## config.mk

```make
export PLATFORM = sky130hd
export DESIGN_NAME = ulp_link_ctrl
export DESIGN_NICKNAME = d
export VERILOG_FILES = /design/src/design/ulp_pkg.sv /design/src/design/ulp_i2c_slave.sv /design/src/design/ulp_link_ctrl.sv
export SDC_FILE = /design/constraint.sdc
export NUM_CORES = 1
export LEC_CHECK = 0
export BUFFER_PORTS_ARGS = -buffer_cell sky130_fd_sc_hd__buf_2
export CAP_MARGIN = 20
export CORE_ASPECT_RATIO = 0.8
export CORE_MARGIN = 4
export CORE_UTILIZATION = 30
export DETAILED_ROUTE_END_ITERATION = 12
export PLACE_DENSITY = 0.5
export SETUP_SLACK_MARGIN = 0.05
export SLEW_MARGIN = 20
export SYNTH_ARGS = -nofsm -noshare
export SYNTH_HDL_FRONTEND = slang
export SYNTH_SLANG_ARGS = --single-unit
```

## constraint.sdc

```tcl
create_clock -name mclk -period 8.09 [get_ports mclk]
set_clock_uncertainty 0.05 [all_clocks]
set_input_delay 0.809 -clock mclk [delete_from_list [all_inputs] [get_ports mclk]]
set_output_delay 0.809 -clock mclk [all_outputs]
set_load 0.02 [all_outputs]
```

## src/design/ulp_pkg.sv

```systemverilog
/*
  Shared constants, field layouts and carrier types for the USB link power
  and loss-of-signal control block.
  Assumes a single 40 MHz clock and a synchronous active-high reset.
*/
`default_nettype none

package ulp_pkg;

  // ==========================================================================
  // Timing
  localparam int CLK_KHZ           = 40000;
  localparam int LFPS_DEBOUNCE_US  = 200;
  localparam int LFPS_DEBOUNCE_CYC = (LFPS_DEBOUNCE_US * CLK_KHZ + 999) / 1000;
  localparam int RXDET_SHORT_MS    = 8;
  localparam int RXDET_LONG_MS     = 12;
  localparam int RXDET_SHORT_CYC   = RXDET_SHORT_MS * CLK_KHZ;
  localparam int RXDET_LONG_CYC    = RXDET_LONG_MS * CLK_KHZ;
  localparam int CNT_W             = 20;

  // ==========================================================================
  // Register offsets
  localparam logic [7:0] OFS_GEN_CTRL = 8'h0a;
  localparam logic [7:0] OFS_UEQ_2    = 8'h10;
  localparam logic [7:0] OFS_UEQ_1    = 8'h11;
  localparam logic [7:0] OFS_DEQ_2    = 8'h20;
  localparam logic [7:0] OFS_DEQ_1    = 8'h21;
  localparam logic [7:0] OFS_LINK_PWR = 8'h22;
  localparam logic [7:0] OFS_LOS      = 8'h23;

  // ==========================================================================
  // Field positions and reset values
  localparam int BIT_COMPLIANCE_ACTIVE_FLAG  = 7;
  localparam int BIT_APPLY_A    = 6;
  localparam int BIT_DEBOUNCE   = 5;
  localparam int BIT_RXDET_OFF  = 4;
  localparam int POS_RXDET_PER  = 2;
  localparam int POS_COMP_DIR   = 0;
  localparam int POS_LOS_HYST   = 3;
  localparam int POS_LOS_VTH    = 0;
  localparam int BIT_EQ_OVR     = 4;
  localparam logic [7:0] LOS_RW_MASK = 8'h3f;
  localparam logic [7:0] GEN_RW_MASK = 8'h10;
  localparam logic [7:0] RST_REG     = 8'h00;

  // ==========================================================================
  // Codes
  localparam logic [1:0] COMP_FSM      = 2'h0;
  localparam logic [1:0] COMP_DFP      = 2'h1;
  localparam logic [1:0] COMP_UFP      = 2'h2;
  localparam logic [1:0] RXDET_PER_8MS = 2'h0;
  localparam logic [1:0] LVL_LOW       = 2'h0;
  localparam logic [6:0] I2C_ADDR_BASE = 7'h08;
  localparam int NUM_EQ_CH = 8;

  typedef logic [3:0] ulp_eq_t;

  // ==========================================================================
  // Carriers
  typedef struct packed {
    logic lfps_present;
    logic in_u2u3;
    logic fsm_compliance;
  } ulp_link_in_s;

  typedef struct packed {
    logic compliance_active_flag;
    logic compliance_dfp;
    logic compliance_ufp;
    logic low_power_exit;
    logic rx_detect_pulse;
  } ulp_link_out_s;

  typedef struct packed {
    logic       stb;
    logic [7:0] addr;
    logic [7:0] data;
  } ulp_reg_wr_s;

  typedef enum logic [3:0] {
    I2C_IDLE, I2C_DEV, I2C_DACK, I2C_PTR, I2C_PACK, I2C_WR, I2C_WACK, I2C_RD, I2C_RACK
  } ulp_i2c_e;

endpackage

`default_nettype wire

```

## src/design/ulp_i2c_slave.sv

```systemverilog
/*
  Byte-wide I2C register slave: device address, register pointer, then
  auto-incrementing writes or reads.
  Assumes scl and sda are already synchronous to mclk.
*/
`default_nettype none

module ulp_i2c_slave (
  input  wire logic              mclk,
  input  wire logic              srst,
  input  wire logic              enable,
  input  wire logic [6:0]        dev_addr,
  input  wire logic              scl,
  input  wire logic              sda_in,
  output logic                   sda_out,
  output logic                   sda_oe,
  output ulp_pkg::ulp_reg_wr_s   reg_wr,
  output logic [7:0]             rd_addr,
  input  wire logic [7:0]        rd_data
);

  typedef struct packed {
    ulp_pkg::ulp_i2c_e st;
    logic [7:0]        sh;
    logic [3:0]        cnt;
    logic [7:0]        ptr;
    logic              rw;
    logic              nack;
    logic              oe;
    logic              scl_q;
    logic              sda_q;
    ulp_pkg::ulp_reg_wr_s wr;
  } ulp_i2c_s;

  ulp_i2c_s st_reg;
  ulp_i2c_s st_next;
  logic     scl_rise;
  logic     scl_fall;

  assign scl_rise = scl & ~st_reg.scl_q;
  assign scl_fall = ~scl & st_reg.scl_q;

  always_comb begin
    st_next        = st_reg;
    st_next.scl_q  = scl;
    st_next.sda_q  = sda_in;
    st_next.wr.stb = 1'b0;
    if (!enable) begin
      st_next.st = ulp_pkg::I2C_IDLE;
      st_next.oe = 1'b0;
    end else if (scl && st_reg.scl_q && st_reg.sda_q && !sda_in) begin
      // Start or repeated start
      st_next.st  = ulp_pkg::I2C_DEV;
      st_next.cnt = 4'h0;
      st_next.oe  = 1'b0;
    end else if (scl && st_reg.scl_q && !st_reg.sda_q && sda_in) begin
      st_next.st = ulp_pkg::I2C_IDLE;
      st_next.oe = 1'b0;
    end else if (scl_rise) begin
      case (st_reg.st)
        ulp_pkg::I2C_DEV, ulp_pkg::I2C_PTR, ulp_pkg::I2C_WR: begin
          st_next.sh  = {st_reg.sh[6:0], sda_in};
          st_next.cnt = st_reg.cnt + 4'h1;
        end
        ulp_pkg::I2C_RACK: st_next.nack = sda_in;
        default: st_next.sh = st_reg.sh;
      endcase
    end else if (scl_fall) begin
      case (st_reg.st)
        ulp_pkg::I2C_DEV: begin
          if (st_reg.cnt == 4'h8) begin
            if (st_reg.sh[7:1] == dev_addr) begin
              st_next.st = ulp_pkg::I2C_DACK;
              st_next.oe = 1'b1;
              st_next.rw = st_reg.sh[0];
            end else begin
              st_next.st = ulp_pkg::I2C_IDLE;
            end
          end
        end
        ulp_pkg::I2C_DACK: begin
          st_next.oe  = 1'b0;
          st_next.cnt = 4'h0;
          st_next.st  = ulp_pkg::I2C_PTR;
          if (st_reg.rw) begin
            st_next.sh  = rd_data;
            st_next.oe  = ~rd_data[7];
            st_next.cnt = 4'h1;
            st_next.st  = ulp_pkg::I2C_RD;
          end
        end
        ulp_pkg::I2C_PTR: begin
          if (st_reg.cnt == 4'h8) begin
            st_next.ptr = st_reg.sh;
            st_next.oe  = 1'b1;
            st_next.st  = ulp_pkg::I2C_PACK;
          end
        end
        ulp_pkg::I2C_WR: begin
          if (st_reg.cnt == 4'h8) begin
            st_next.wr.stb  = 1'b1;
            st_next.wr.addr = st_reg.ptr;
            st_next.wr.data = st_reg.sh;
            st_next.oe      = 1'b1;
            st_next.st      = ulp_pkg::I2C_WACK;
          end
        end
        ulp_pkg::I2C_PACK, ulp_pkg::I2C_WACK: begin
          st_next.oe  = 1'b0;
          st_next.cnt = 4'h0;
          st_next.st  = ulp_pkg::I2C_WR;
          if (st_reg.st == ulp_pkg::I2C_WACK) begin
            st_next.ptr = st_reg.ptr + 8'h01;
          end
        end
        ulp_pkg::I2C_RD: begin
          if (st_reg.cnt == 4'h8) begin
            st_next.oe  = 1'b0;
            st_next.ptr = st_reg.ptr + 8'h01;
            st_next.st  = ulp_pkg::I2C_RACK;
          end else begin
            st_next.oe  = ~st_reg.sh[6];
            st_next.sh  = {st_reg.sh[6:0], 1'b0};
            st_next.cnt = st_reg.cnt + 4'h1;
          end
        end
        ulp_pkg::I2C_RACK: begin
          if (!st_reg.nack) begin
            st_next.sh  = rd_data;
            st_next.oe  = ~rd_data[7];
            st_next.cnt = 4'h1;
            st_next.st  = ulp_pkg::I2C_RD;
          end else begin
            st_next.st = ulp_pkg::I2C_IDLE;
          end
        end
        default: st_next.st = ulp_pkg::I2C_IDLE;
      endcase
    end
  end

  always_ff @(posedge mclk) begin
    if (srst) begin
      st_reg       <= '0;
      st_reg.st    <= ulp_pkg::I2C_IDLE;
      st_reg.scl_q <= 1'b1;
      st_reg.sda_q <= 1'b1;
    end else begin
      st_reg <= st_next;
    end
  end

  assign sda_out = 1'b0;
  assign sda_oe  = st_reg.oe;
  assign reg_wr  = st_reg.wr;
  assign rd_addr = st_reg.ptr;

endmodule

`default_nettype wire

```

## src/design/ulp_link_ctrl.sv

```systemverilog
/*
  USB link power and loss-of-signal control: strap sampling, register file
  reached over I2C, compliance control, LFPS equalization and debounce,
  periodic receiver detection and loss-of-signal settings.
  Assumes all pins are synchronous to mclk; strap levels are 2-bit codes
  (0 low, 1 resistor, 2 float, 3 high).
*/
`default_nettype none

module ulp_link_ctrl #(
  parameter int LFPS_DEBOUNCE_CYC = ulp_pkg::LFPS_DEBOUNCE_CYC,
  parameter int RXDET_SHORT_CYC   = ulp_pkg::RXDET_SHORT_CYC,
  parameter int RXDET_LONG_CYC    = ulp_pkg::RXDET_LONG_CYC
) (
  input  wire logic                                  mclk,
  input  wire logic                                  srst,
  input  wire logic                                  scl,
  input  wire logic                                  sda_in,
  output logic                                       sda_out,
  output logic                                       sda_oe,
  input  wire logic [1:0]                            i2c_mode_strap,
  input  wire logic [1:0]                            addr_strap_hi,
  input  wire logic [1:0]                            addr_strap_lo,
  input  wire logic [3:0]                            downstream_eq_straps,
  input  wire logic                                  config_select_hi,
  input  wire logic                                  config_select_lo,
  input  wire ulp_pkg::ulp_link_in_s                 link_in,
  output ulp_pkg::ulp_link_out_s                     link_out,
  output logic [ulp_pkg::NUM_EQ_CH-1:0][3:0]         eq_out,
  output logic                                       i2c_mode,
  output logic                                       usb_only_mode,
  output logic [2:0]                                 signal_loss_threshold,
  output logic [2:0]                                 signal_loss_hysteresis
);

  typedef struct packed {
    logic                                 strap_done;
    logic                                 i2c_en;
    logic [6:0]                           dev_addr;
    logic [3:0]                           ustrap;
    logic [3:0]                           dstrap;
    logic [7:0]                           gen_ctrl;
    logic [3:0][7:0]                      eq_regs;
    logic [7:0]                           usb_link_power_ctrl;
    logic [7:0]                           signal_loss_cfg;
    logic [ulp_pkg::CNT_W-1:0]            dbnc_cnt;
    logic [ulp_pkg::CNT_W-1:0]            per_cnt;
    ulp_pkg::ulp_link_out_s               lo;
    logic [ulp_pkg::NUM_EQ_CH-1:0][3:0]   eq;
    logic                                 usb_only;
  } ulp_state_s;

  ulp_state_s                          st_reg;
  ulp_state_s                          st_next;
  ulp_pkg::ulp_reg_wr_s                reg_wr;
  logic [7:0]                          rd_addr;
  logic [7:0]                          rd_data;
  logic [ulp_pkg::NUM_EQ_CH-1:0][3:0]  eq_eff;
  logic                                eq_ovr;

  assign eq_ovr = st_reg.gen_ctrl[ulp_pkg::BIT_EQ_OVR];

  ulp_i2c_slave u_i2c (
    .mclk     (mclk),
    .srst     (srst),
    .enable   (st_reg.i2c_en),
    .dev_addr (st_reg.dev_addr),
    .scl      (scl),
    .sda_in   (sda_in),
    .sda_out  (sda_out),
    .sda_oe   (sda_oe),
    .reg_wr   (reg_wr),
    .rd_addr  (rd_addr),
    .rd_data  (rd_data)
  );

  // ==========================================================================
  // Effective equalization per channel: 0-3 upstream, 4-7 downstream
  for (genvar i = 0; i < ulp_pkg::NUM_EQ_CH; i++) begin : g_eq
    localparam int REG = i / 2;
    localparam int NIB = i % 2;
    assign eq_eff[i] = (eq_ovr && st_reg.i2c_en) ? st_reg.eq_regs[REG][NIB*4 +: 4]
                     : ((i < 4) ? st_reg.ustrap : st_reg.dstrap);
  end

  // ==========================================================================
  // Register read path
  always_comb begin
    rd_data = 8'h00;
    if (rd_addr == ulp_pkg::OFS_GEN_CTRL) begin
      rd_data = st_reg.gen_ctrl;
    end else if (rd_addr == ulp_pkg::OFS_UEQ_2) begin
      rd_data = {eq_eff[1], eq_eff[0]};
    end else if (rd_addr == ulp_pkg::OFS_UEQ_1) begin
      rd_data = {eq_eff[3], eq_eff[2]};
    end else if (rd_addr == ulp_pkg::OFS_DEQ_2) begin
      rd_data = {eq_eff[5], eq_eff[4]};
    end else if (rd_addr == ulp_pkg::OFS_DEQ_1) begin
      rd_data = {eq_eff[7], eq_eff[6]};
    end else if (rd_addr == ulp_pkg::OFS_LINK_PWR) begin
      rd_data = st_reg.usb_link_power_ctrl;
    end else if (rd_addr == ulp_pkg::OFS_LOS) begin
      rd_data = st_reg.signal_loss_cfg & ulp_pkg::LOS_RW_MASK;
    end
  end

  // ==========================================================================
  // Next state
  always_comb begin
    logic [1:0]                comp_dir;
    logic [1:0]                per_sel;
    logic                      cm_hw;
    logic                      exit_cond;
    logic [ulp_pkg::CNT_W-1:0] dbnc_tgt;
    logic [ulp_pkg::CNT_W-1:0] per_tgt;
    comp_dir  = 2'h0;
    per_sel   = 2'h0;
    cm_hw     = 1'b0;
    exit_cond = 1'b0;
    dbnc_tgt  = '0;
    per_tgt   = '0;
    st_next   = st_reg;
    st_next.lo.low_power_exit  = 1'b0;
    st_next.lo.rx_detect_pulse = 1'b0;

    // Straps are caught on the first edge after reset release
    if (!st_reg.strap_done) begin
      st_next.strap_done = 1'b1;
      st_next.i2c_en     = (i2c_mode_strap != ulp_pkg::LVL_LOW);
      st_next.dev_addr   = ulp_pkg::I2C_ADDR_BASE + {3'h0, addr_strap_hi, addr_strap_lo};
      st_next.ustrap     = {addr_strap_hi, addr_strap_lo};
      st_next.dstrap     = downstream_eq_straps;
    end

    // Register writes
    if (reg_wr.stb) begin
      if (reg_wr.addr == ulp_pkg::OFS_GEN_CTRL) begin
        st_next.gen_ctrl = reg_wr.data & ulp_pkg::GEN_RW_MASK;
      end else if (reg_wr.addr == ulp_pkg::OFS_UEQ_2 && eq_ovr) begin
        st_next.eq_regs[0] = reg_wr.data;
      end else if (reg_wr.addr == ulp_pkg::OFS_UEQ_1 && eq_ovr) begin
        st_next.eq_regs[1] = reg_wr.data;
      end else if (reg_wr.addr == ulp_pkg::OFS_DEQ_2 && eq_ovr) begin
        st_next.eq_regs[2] = reg_wr.data;
      end else if (reg_wr.addr == ulp_pkg::OFS_DEQ_1 && eq_ovr) begin
        st_next.eq_regs[3] = reg_wr.data;
      end else if (reg_wr.addr == ulp_pkg::OFS_LINK_PWR) begin
        st_next.usb_link_power_ctrl = reg_wr.data;
      end else if (reg_wr.addr == ulp_pkg::OFS_LOS) begin
        st_next.signal_loss_cfg = reg_wr.data & ulp_pkg::LOS_RW_MASK;
      end
    end

    // Compliance direction and hardware-owned flag
    comp_dir = st_reg.usb_link_power_ctrl[ulp_pkg::POS_COMP_DIR +: 2];
    case (comp_dir)
      ulp_pkg::COMP_FSM: cm_hw = link_in.fsm_compliance;
      ulp_pkg::COMP_DFP: cm_hw = 1'b1;
      ulp_pkg::COMP_UFP: cm_hw = 1'b1;
      default:           cm_hw = 1'b0;
    endcase
    st_next.lo.compliance_dfp = (comp_dir == ulp_pkg::COMP_DFP) ||
                                (comp_dir == ulp_pkg::COMP_FSM && link_in.fsm_compliance);
    st_next.lo.compliance_ufp = (comp_dir == ulp_pkg::COMP_UFP);
    st_next.lo.compliance_active_flag = cm_hw;
    // A write lands for one cycle, hardware takes the bit back on the next
    if (!(reg_wr.stb && reg_wr.addr == ulp_pkg::OFS_LINK_PWR)) begin
      st_next.usb_link_power_ctrl[ulp_pkg::BIT_COMPLIANCE_ACTIVE_FLAG] = cm_hw;
    end

    // LFPS debounce before leaving U2/U3
    exit_cond = link_in.in_u2u3 && link_in.lfps_present;
    dbnc_tgt  = st_reg.usb_link_power_ctrl[ulp_pkg::BIT_DEBOUNCE] ?
                ulp_pkg::CNT_W'(LFPS_DEBOUNCE_CYC) : ulp_pkg::CNT_W'(1);
    if (!exit_cond) begin
      st_next.dbnc_cnt = '0;
    end else if (st_reg.dbnc_cnt < dbnc_tgt) begin
      st_next.dbnc_cnt = st_reg.dbnc_cnt + ulp_pkg::CNT_W'(1);
      st_next.lo.low_power_exit = (st_reg.dbnc_cnt + ulp_pkg::CNT_W'(1) == dbnc_tgt);
    end

    // Periodic receiver detection on the downstream pairs
    per_sel = st_reg.usb_link_power_ctrl[ulp_pkg::POS_RXDET_PER +: 2];
    per_tgt = (per_sel == ulp_pkg::RXDET_PER_8MS) ? ulp_pkg::CNT_W'(RXDET_SHORT_CYC)
                                                  : ulp_pkg::CNT_W'(RXDET_LONG_CYC);
    if (st_reg.per_cnt + ulp_pkg::CNT_W'(1) >= per_tgt) begin
      st_next.per_cnt = '0;
      st_next.lo.rx_detect_pulse = !(link_in.in_u2u3 &&
                                     st_reg.usb_link_power_ctrl[ulp_pkg::BIT_RXDET_OFF]);
    end else begin
      st_next.per_cnt = st_reg.per_cnt + ulp_pkg::CNT_W'(1);
    end

    // Equalization applied to the receivers
    for (int i = 0; i < ulp_pkg::NUM_EQ_CH; i++) begin
      st_next.eq[i] = (link_in.lfps_present &&
                       !st_reg.usb_link_power_ctrl[ulp_pkg::BIT_APPLY_A]) ? 4'h0 : eq_eff[i];
    end

    st_next.usb_only = !config_select_hi && config_select_lo;
  end

  always_ff @(posedge mclk) begin
    if (srst) begin
      st_reg                     <= '0;
      st_reg.gen_ctrl            <= ulp_pkg::RST_REG;
      st_reg.usb_link_power_ctrl <= ulp_pkg::RST_REG;
      st_reg.signal_loss_cfg     <= ulp_pkg::RST_REG;
    end else begin
      st_reg <= st_next;
    end
  end

  assign link_out               = st_reg.lo;
  assign eq_out                 = st_reg.eq;
  assign i2c_mode               = st_reg.i2c_en;
  assign usb_only_mode          = st_reg.usb_only;
  assign signal_loss_threshold  = st_reg.signal_loss_cfg[ulp_pkg::POS_LOS_VTH +: 3];
  assign signal_loss_hysteresis = st_reg.signal_loss_cfg[ulp_pkg::POS_LOS_HYST +: 3];

endmodule

`default_nettype wire

```

==> reports/qor.yml <==
grt.total_usage: 0.157
worstRegToRegCells: 11
grt_pass1_vias: 7189
fmax_mhz: 283
worstPathCellList: "ha_1 -> nand4_1 -> nor3_1 -> xnor2_1 -> ha_1 -> a211o_1 -> a211oi_1 -> a32oi_1 -> a31oi_1 -> o211ai_2 -> a21oi_1"
hold-worst-slack_ps: 409
cts_tree: "done"
rr_endpoint: "st_reg[49]"
wl_per_cell_um: 17.8
insertion_delay_ps: 460
ys_ff_latch: 182
drt-initial-drc-count: 637
cts_buffer_depth: 2
vdd_drop_max_mv: 0.135
finalPower_mw: 1.94
hold_class: "reg2reg"
post_cts_buffers: 0
startpoint: "st_reg[38]"
worstSetupPathType: "reg2reg"
drcViolationCount: 0
overflow: 0
n_fill_cell: 3195
hpwl_um: 18700
antenna_found_initial: 0
critPathMaxStageDelay_ps: 450
die_area_mm2: 0.0341
synth_cell_types: 82
yosys_warnings: 0
async_flop_share: 0
hold_viol: 0
crit_path_end: "st_reg[49]"
arrival_ps: 3850
grt_pass1_wl_um: 42700
cts-root-buf: "clkbuf_16"
synth_cells: 1100
leakage_nw: 4.02
nets: 1132
cts.sinks: 182
run_status: "finished, final reports clean"
area_growth_pct: 10.2
numCtsBuffers: 17
diodes: 0
ctsHoldBuffers: 0
drt-pass1-iter-count: 7
synthFlopType: "dfxtp_1"
htree_levels: 4
synth_commonest_cells: "dfxtp_1 (182), nor2_1 (148), a21oi_1 (94)"
clk_pin_slew_worst_paths_ps: 70
cp.required_ps: 8410
final_cells: 1510
port_buffers: 64
drv_cap: 0
synth.avg_cell_area_um2: 8.52
core_area_mm2: 0.0306
tns_ps: 0
grt_max_degree: 94
initial_utilization: 0.306
worstSetupStartpointType: "flip-flop"
io_pins: 66
ant_nets: 0
critical-path-slowest-cell: "dfxtp_1"
ys_seq_area_frac: 0.389
r2r-start: "st_reg[38]"
end_kind: "flip-flop"
maxSlewViolCount: 0
yosysTopAreaCellShare: 0.389
synth-edff-count: 0
crit_top_cell: "ha_1"
crit_fanout: 19
finalCritPeriodShare: 0.436
routed_wl_um: 26900
routed_via_density: 5.18
synth_top_area_cell: "dfxtp_1"
die_h_um: 166
worst_pin_slew_ps: 1090
slew_headroom: 0.273
setup_viol: 0
largest_register_ffs: 90
rows: 57
rsz0062_at_grt: "no"
num_vias: 7818
rrSetupSlack_ps: 4560
synth_area_leaders: "dfxtp_1 (39%), mux2i_1 (7.6%), nor2_1 (5.9%), a21oi_1 (5.0%), ha_1 (3.9%)"
layout-drive-gt1-share: 0.112
synth_area_mm2: 0.00937
place_congestion: 0.849
period_minus_slack_ps: 3530
power_density_mw_per_mm2: 188
post_cts_resized: 0
die_x_um: 206
place_inst: 1478
synth_most_common_cell: "dfxtp_1"
[critical path: cells and delay by family (launching register included)]
kind                       cells  cell delay [ps]
adders and majority gates      2              560
and+or+nand+nor                2              700
DFF                            1              450
AOI/OAI and AO/OA              6             1550
xor gates and xnor gates       1              140
[metrics by stage]
step / util / setup WS (ps) / area (um2)
after detailed placement: 0.316 / 4600 / 9680
after global routing: 0.338 / 4200 / 10300
after floorplan: - / 5150 / 9370
after CTS: 0.338 / 4570 / 10300
after global placement: 0.316 / 4700 / 9680
final: 0.338 / 4560 / 10300
[cell type report]
cell class / instances / area, um2 / share of cell area
clock buffer: 20 / 467 / 0.0452
clock inverter: 12 / 184 / 0.0178
inverter: 31 / 116 / 0.0113
multi-input combinational: 781 / 5020 / 0.487
sequential: 182 / 3640 / 0.353
tap: 413 / 517 / 0.0500
timing repair buffer: 71 / 375 / 0.0363
[metal layers]
| metal | vias up | part of all wire | global-route usage |
|---|---|---|---|
| met1 | 3724 | 0.54 | 0.250 |
| met2 | 195 | 0.40 | 0.209 |
| met4 | 0 | 0.014 | 0.0402 |
| met5 | - | 0 | 0 |
| met3 | 29 | 0.049 | 0.0349 |
| li1 | 3870 | - | - |
[where the power goes]
part | switching [mW] | leakage, nW | total [mW] | internal (mW)
combinational | 0.0621 | 2.23 | 0.0893 | 0.0272
clock | 0.404 | 0.320 | 0.929 | 0.525
sequential | 0.0131 | 1.47 | 0.920 | 0.907
[cell families after synthesis]
family,share of synthesized area
flip-flops,0.389
adder cells (fa/ha/maj),0.0387
other,0.000400
multiplexers,0.0759
XOR/XNOR,0.0295
AO/OA/AOI/OAI,0.186
AND/OR/NAND/NOR,0.205
buffers and inverters,0.0756
[cells in the final DEF (no fill, tap or decap), types with 4 or more instances in the layout]
cell type / n
nand2b_1: 17
a22o_1: 5
xor2_1: 11
nand3_1: 39
xnor2_1: 18
a22oi_1: 9
buf_2: 63
a31oi_1: 19
ha_1: 29
nand2_1: 58
buf_4: 8
nor3_1: 18
a21oi_1: 94
dfxtp_1: 182
nor2_1: 148
mux2i_1: 71
nand4_1: 15
or2_2: 5
inv_1: 31
nor3b_1: 5
and2_1: 10
a211oi_1: 6
or4_1: 8
o21bai_1: 6
o31ai_1: 6
o21ai_1: 13
a211o_1: 6
a21boi_1: 7
nor2b_1: 12
o21ai_0: 29
o211ai_1: 4
and3_1: 16
a21boi_0: 6
nor4_1: 11
clkbuf_16: 17
a221oi_1: 9
[worst min path at each step]
| stage | startpoint | depth (start not counted) | slack [ps] | endpoint |
|---|---|---|---|---|
| 2_1_floorplan | st_reg[77] | 1 | 380 | st_reg[77] |
| 3_3_place_gp | st_reg[118] | 2 | 390 | st_reg[118] |
| 3_5_place_dp | st_reg[77] | 1 | 400 | st_reg[77] |
| 4_1_cts | st_reg[125] | 2 | 410 | st_reg[125] |
| 5_1_grt | st_reg[123] | 2 | 430 | st_reg[123] |
| 6_report | st_reg[125] | 2 | 410 | st_reg[125] |
Note: power is estimated with default switching activity, not from simulation.
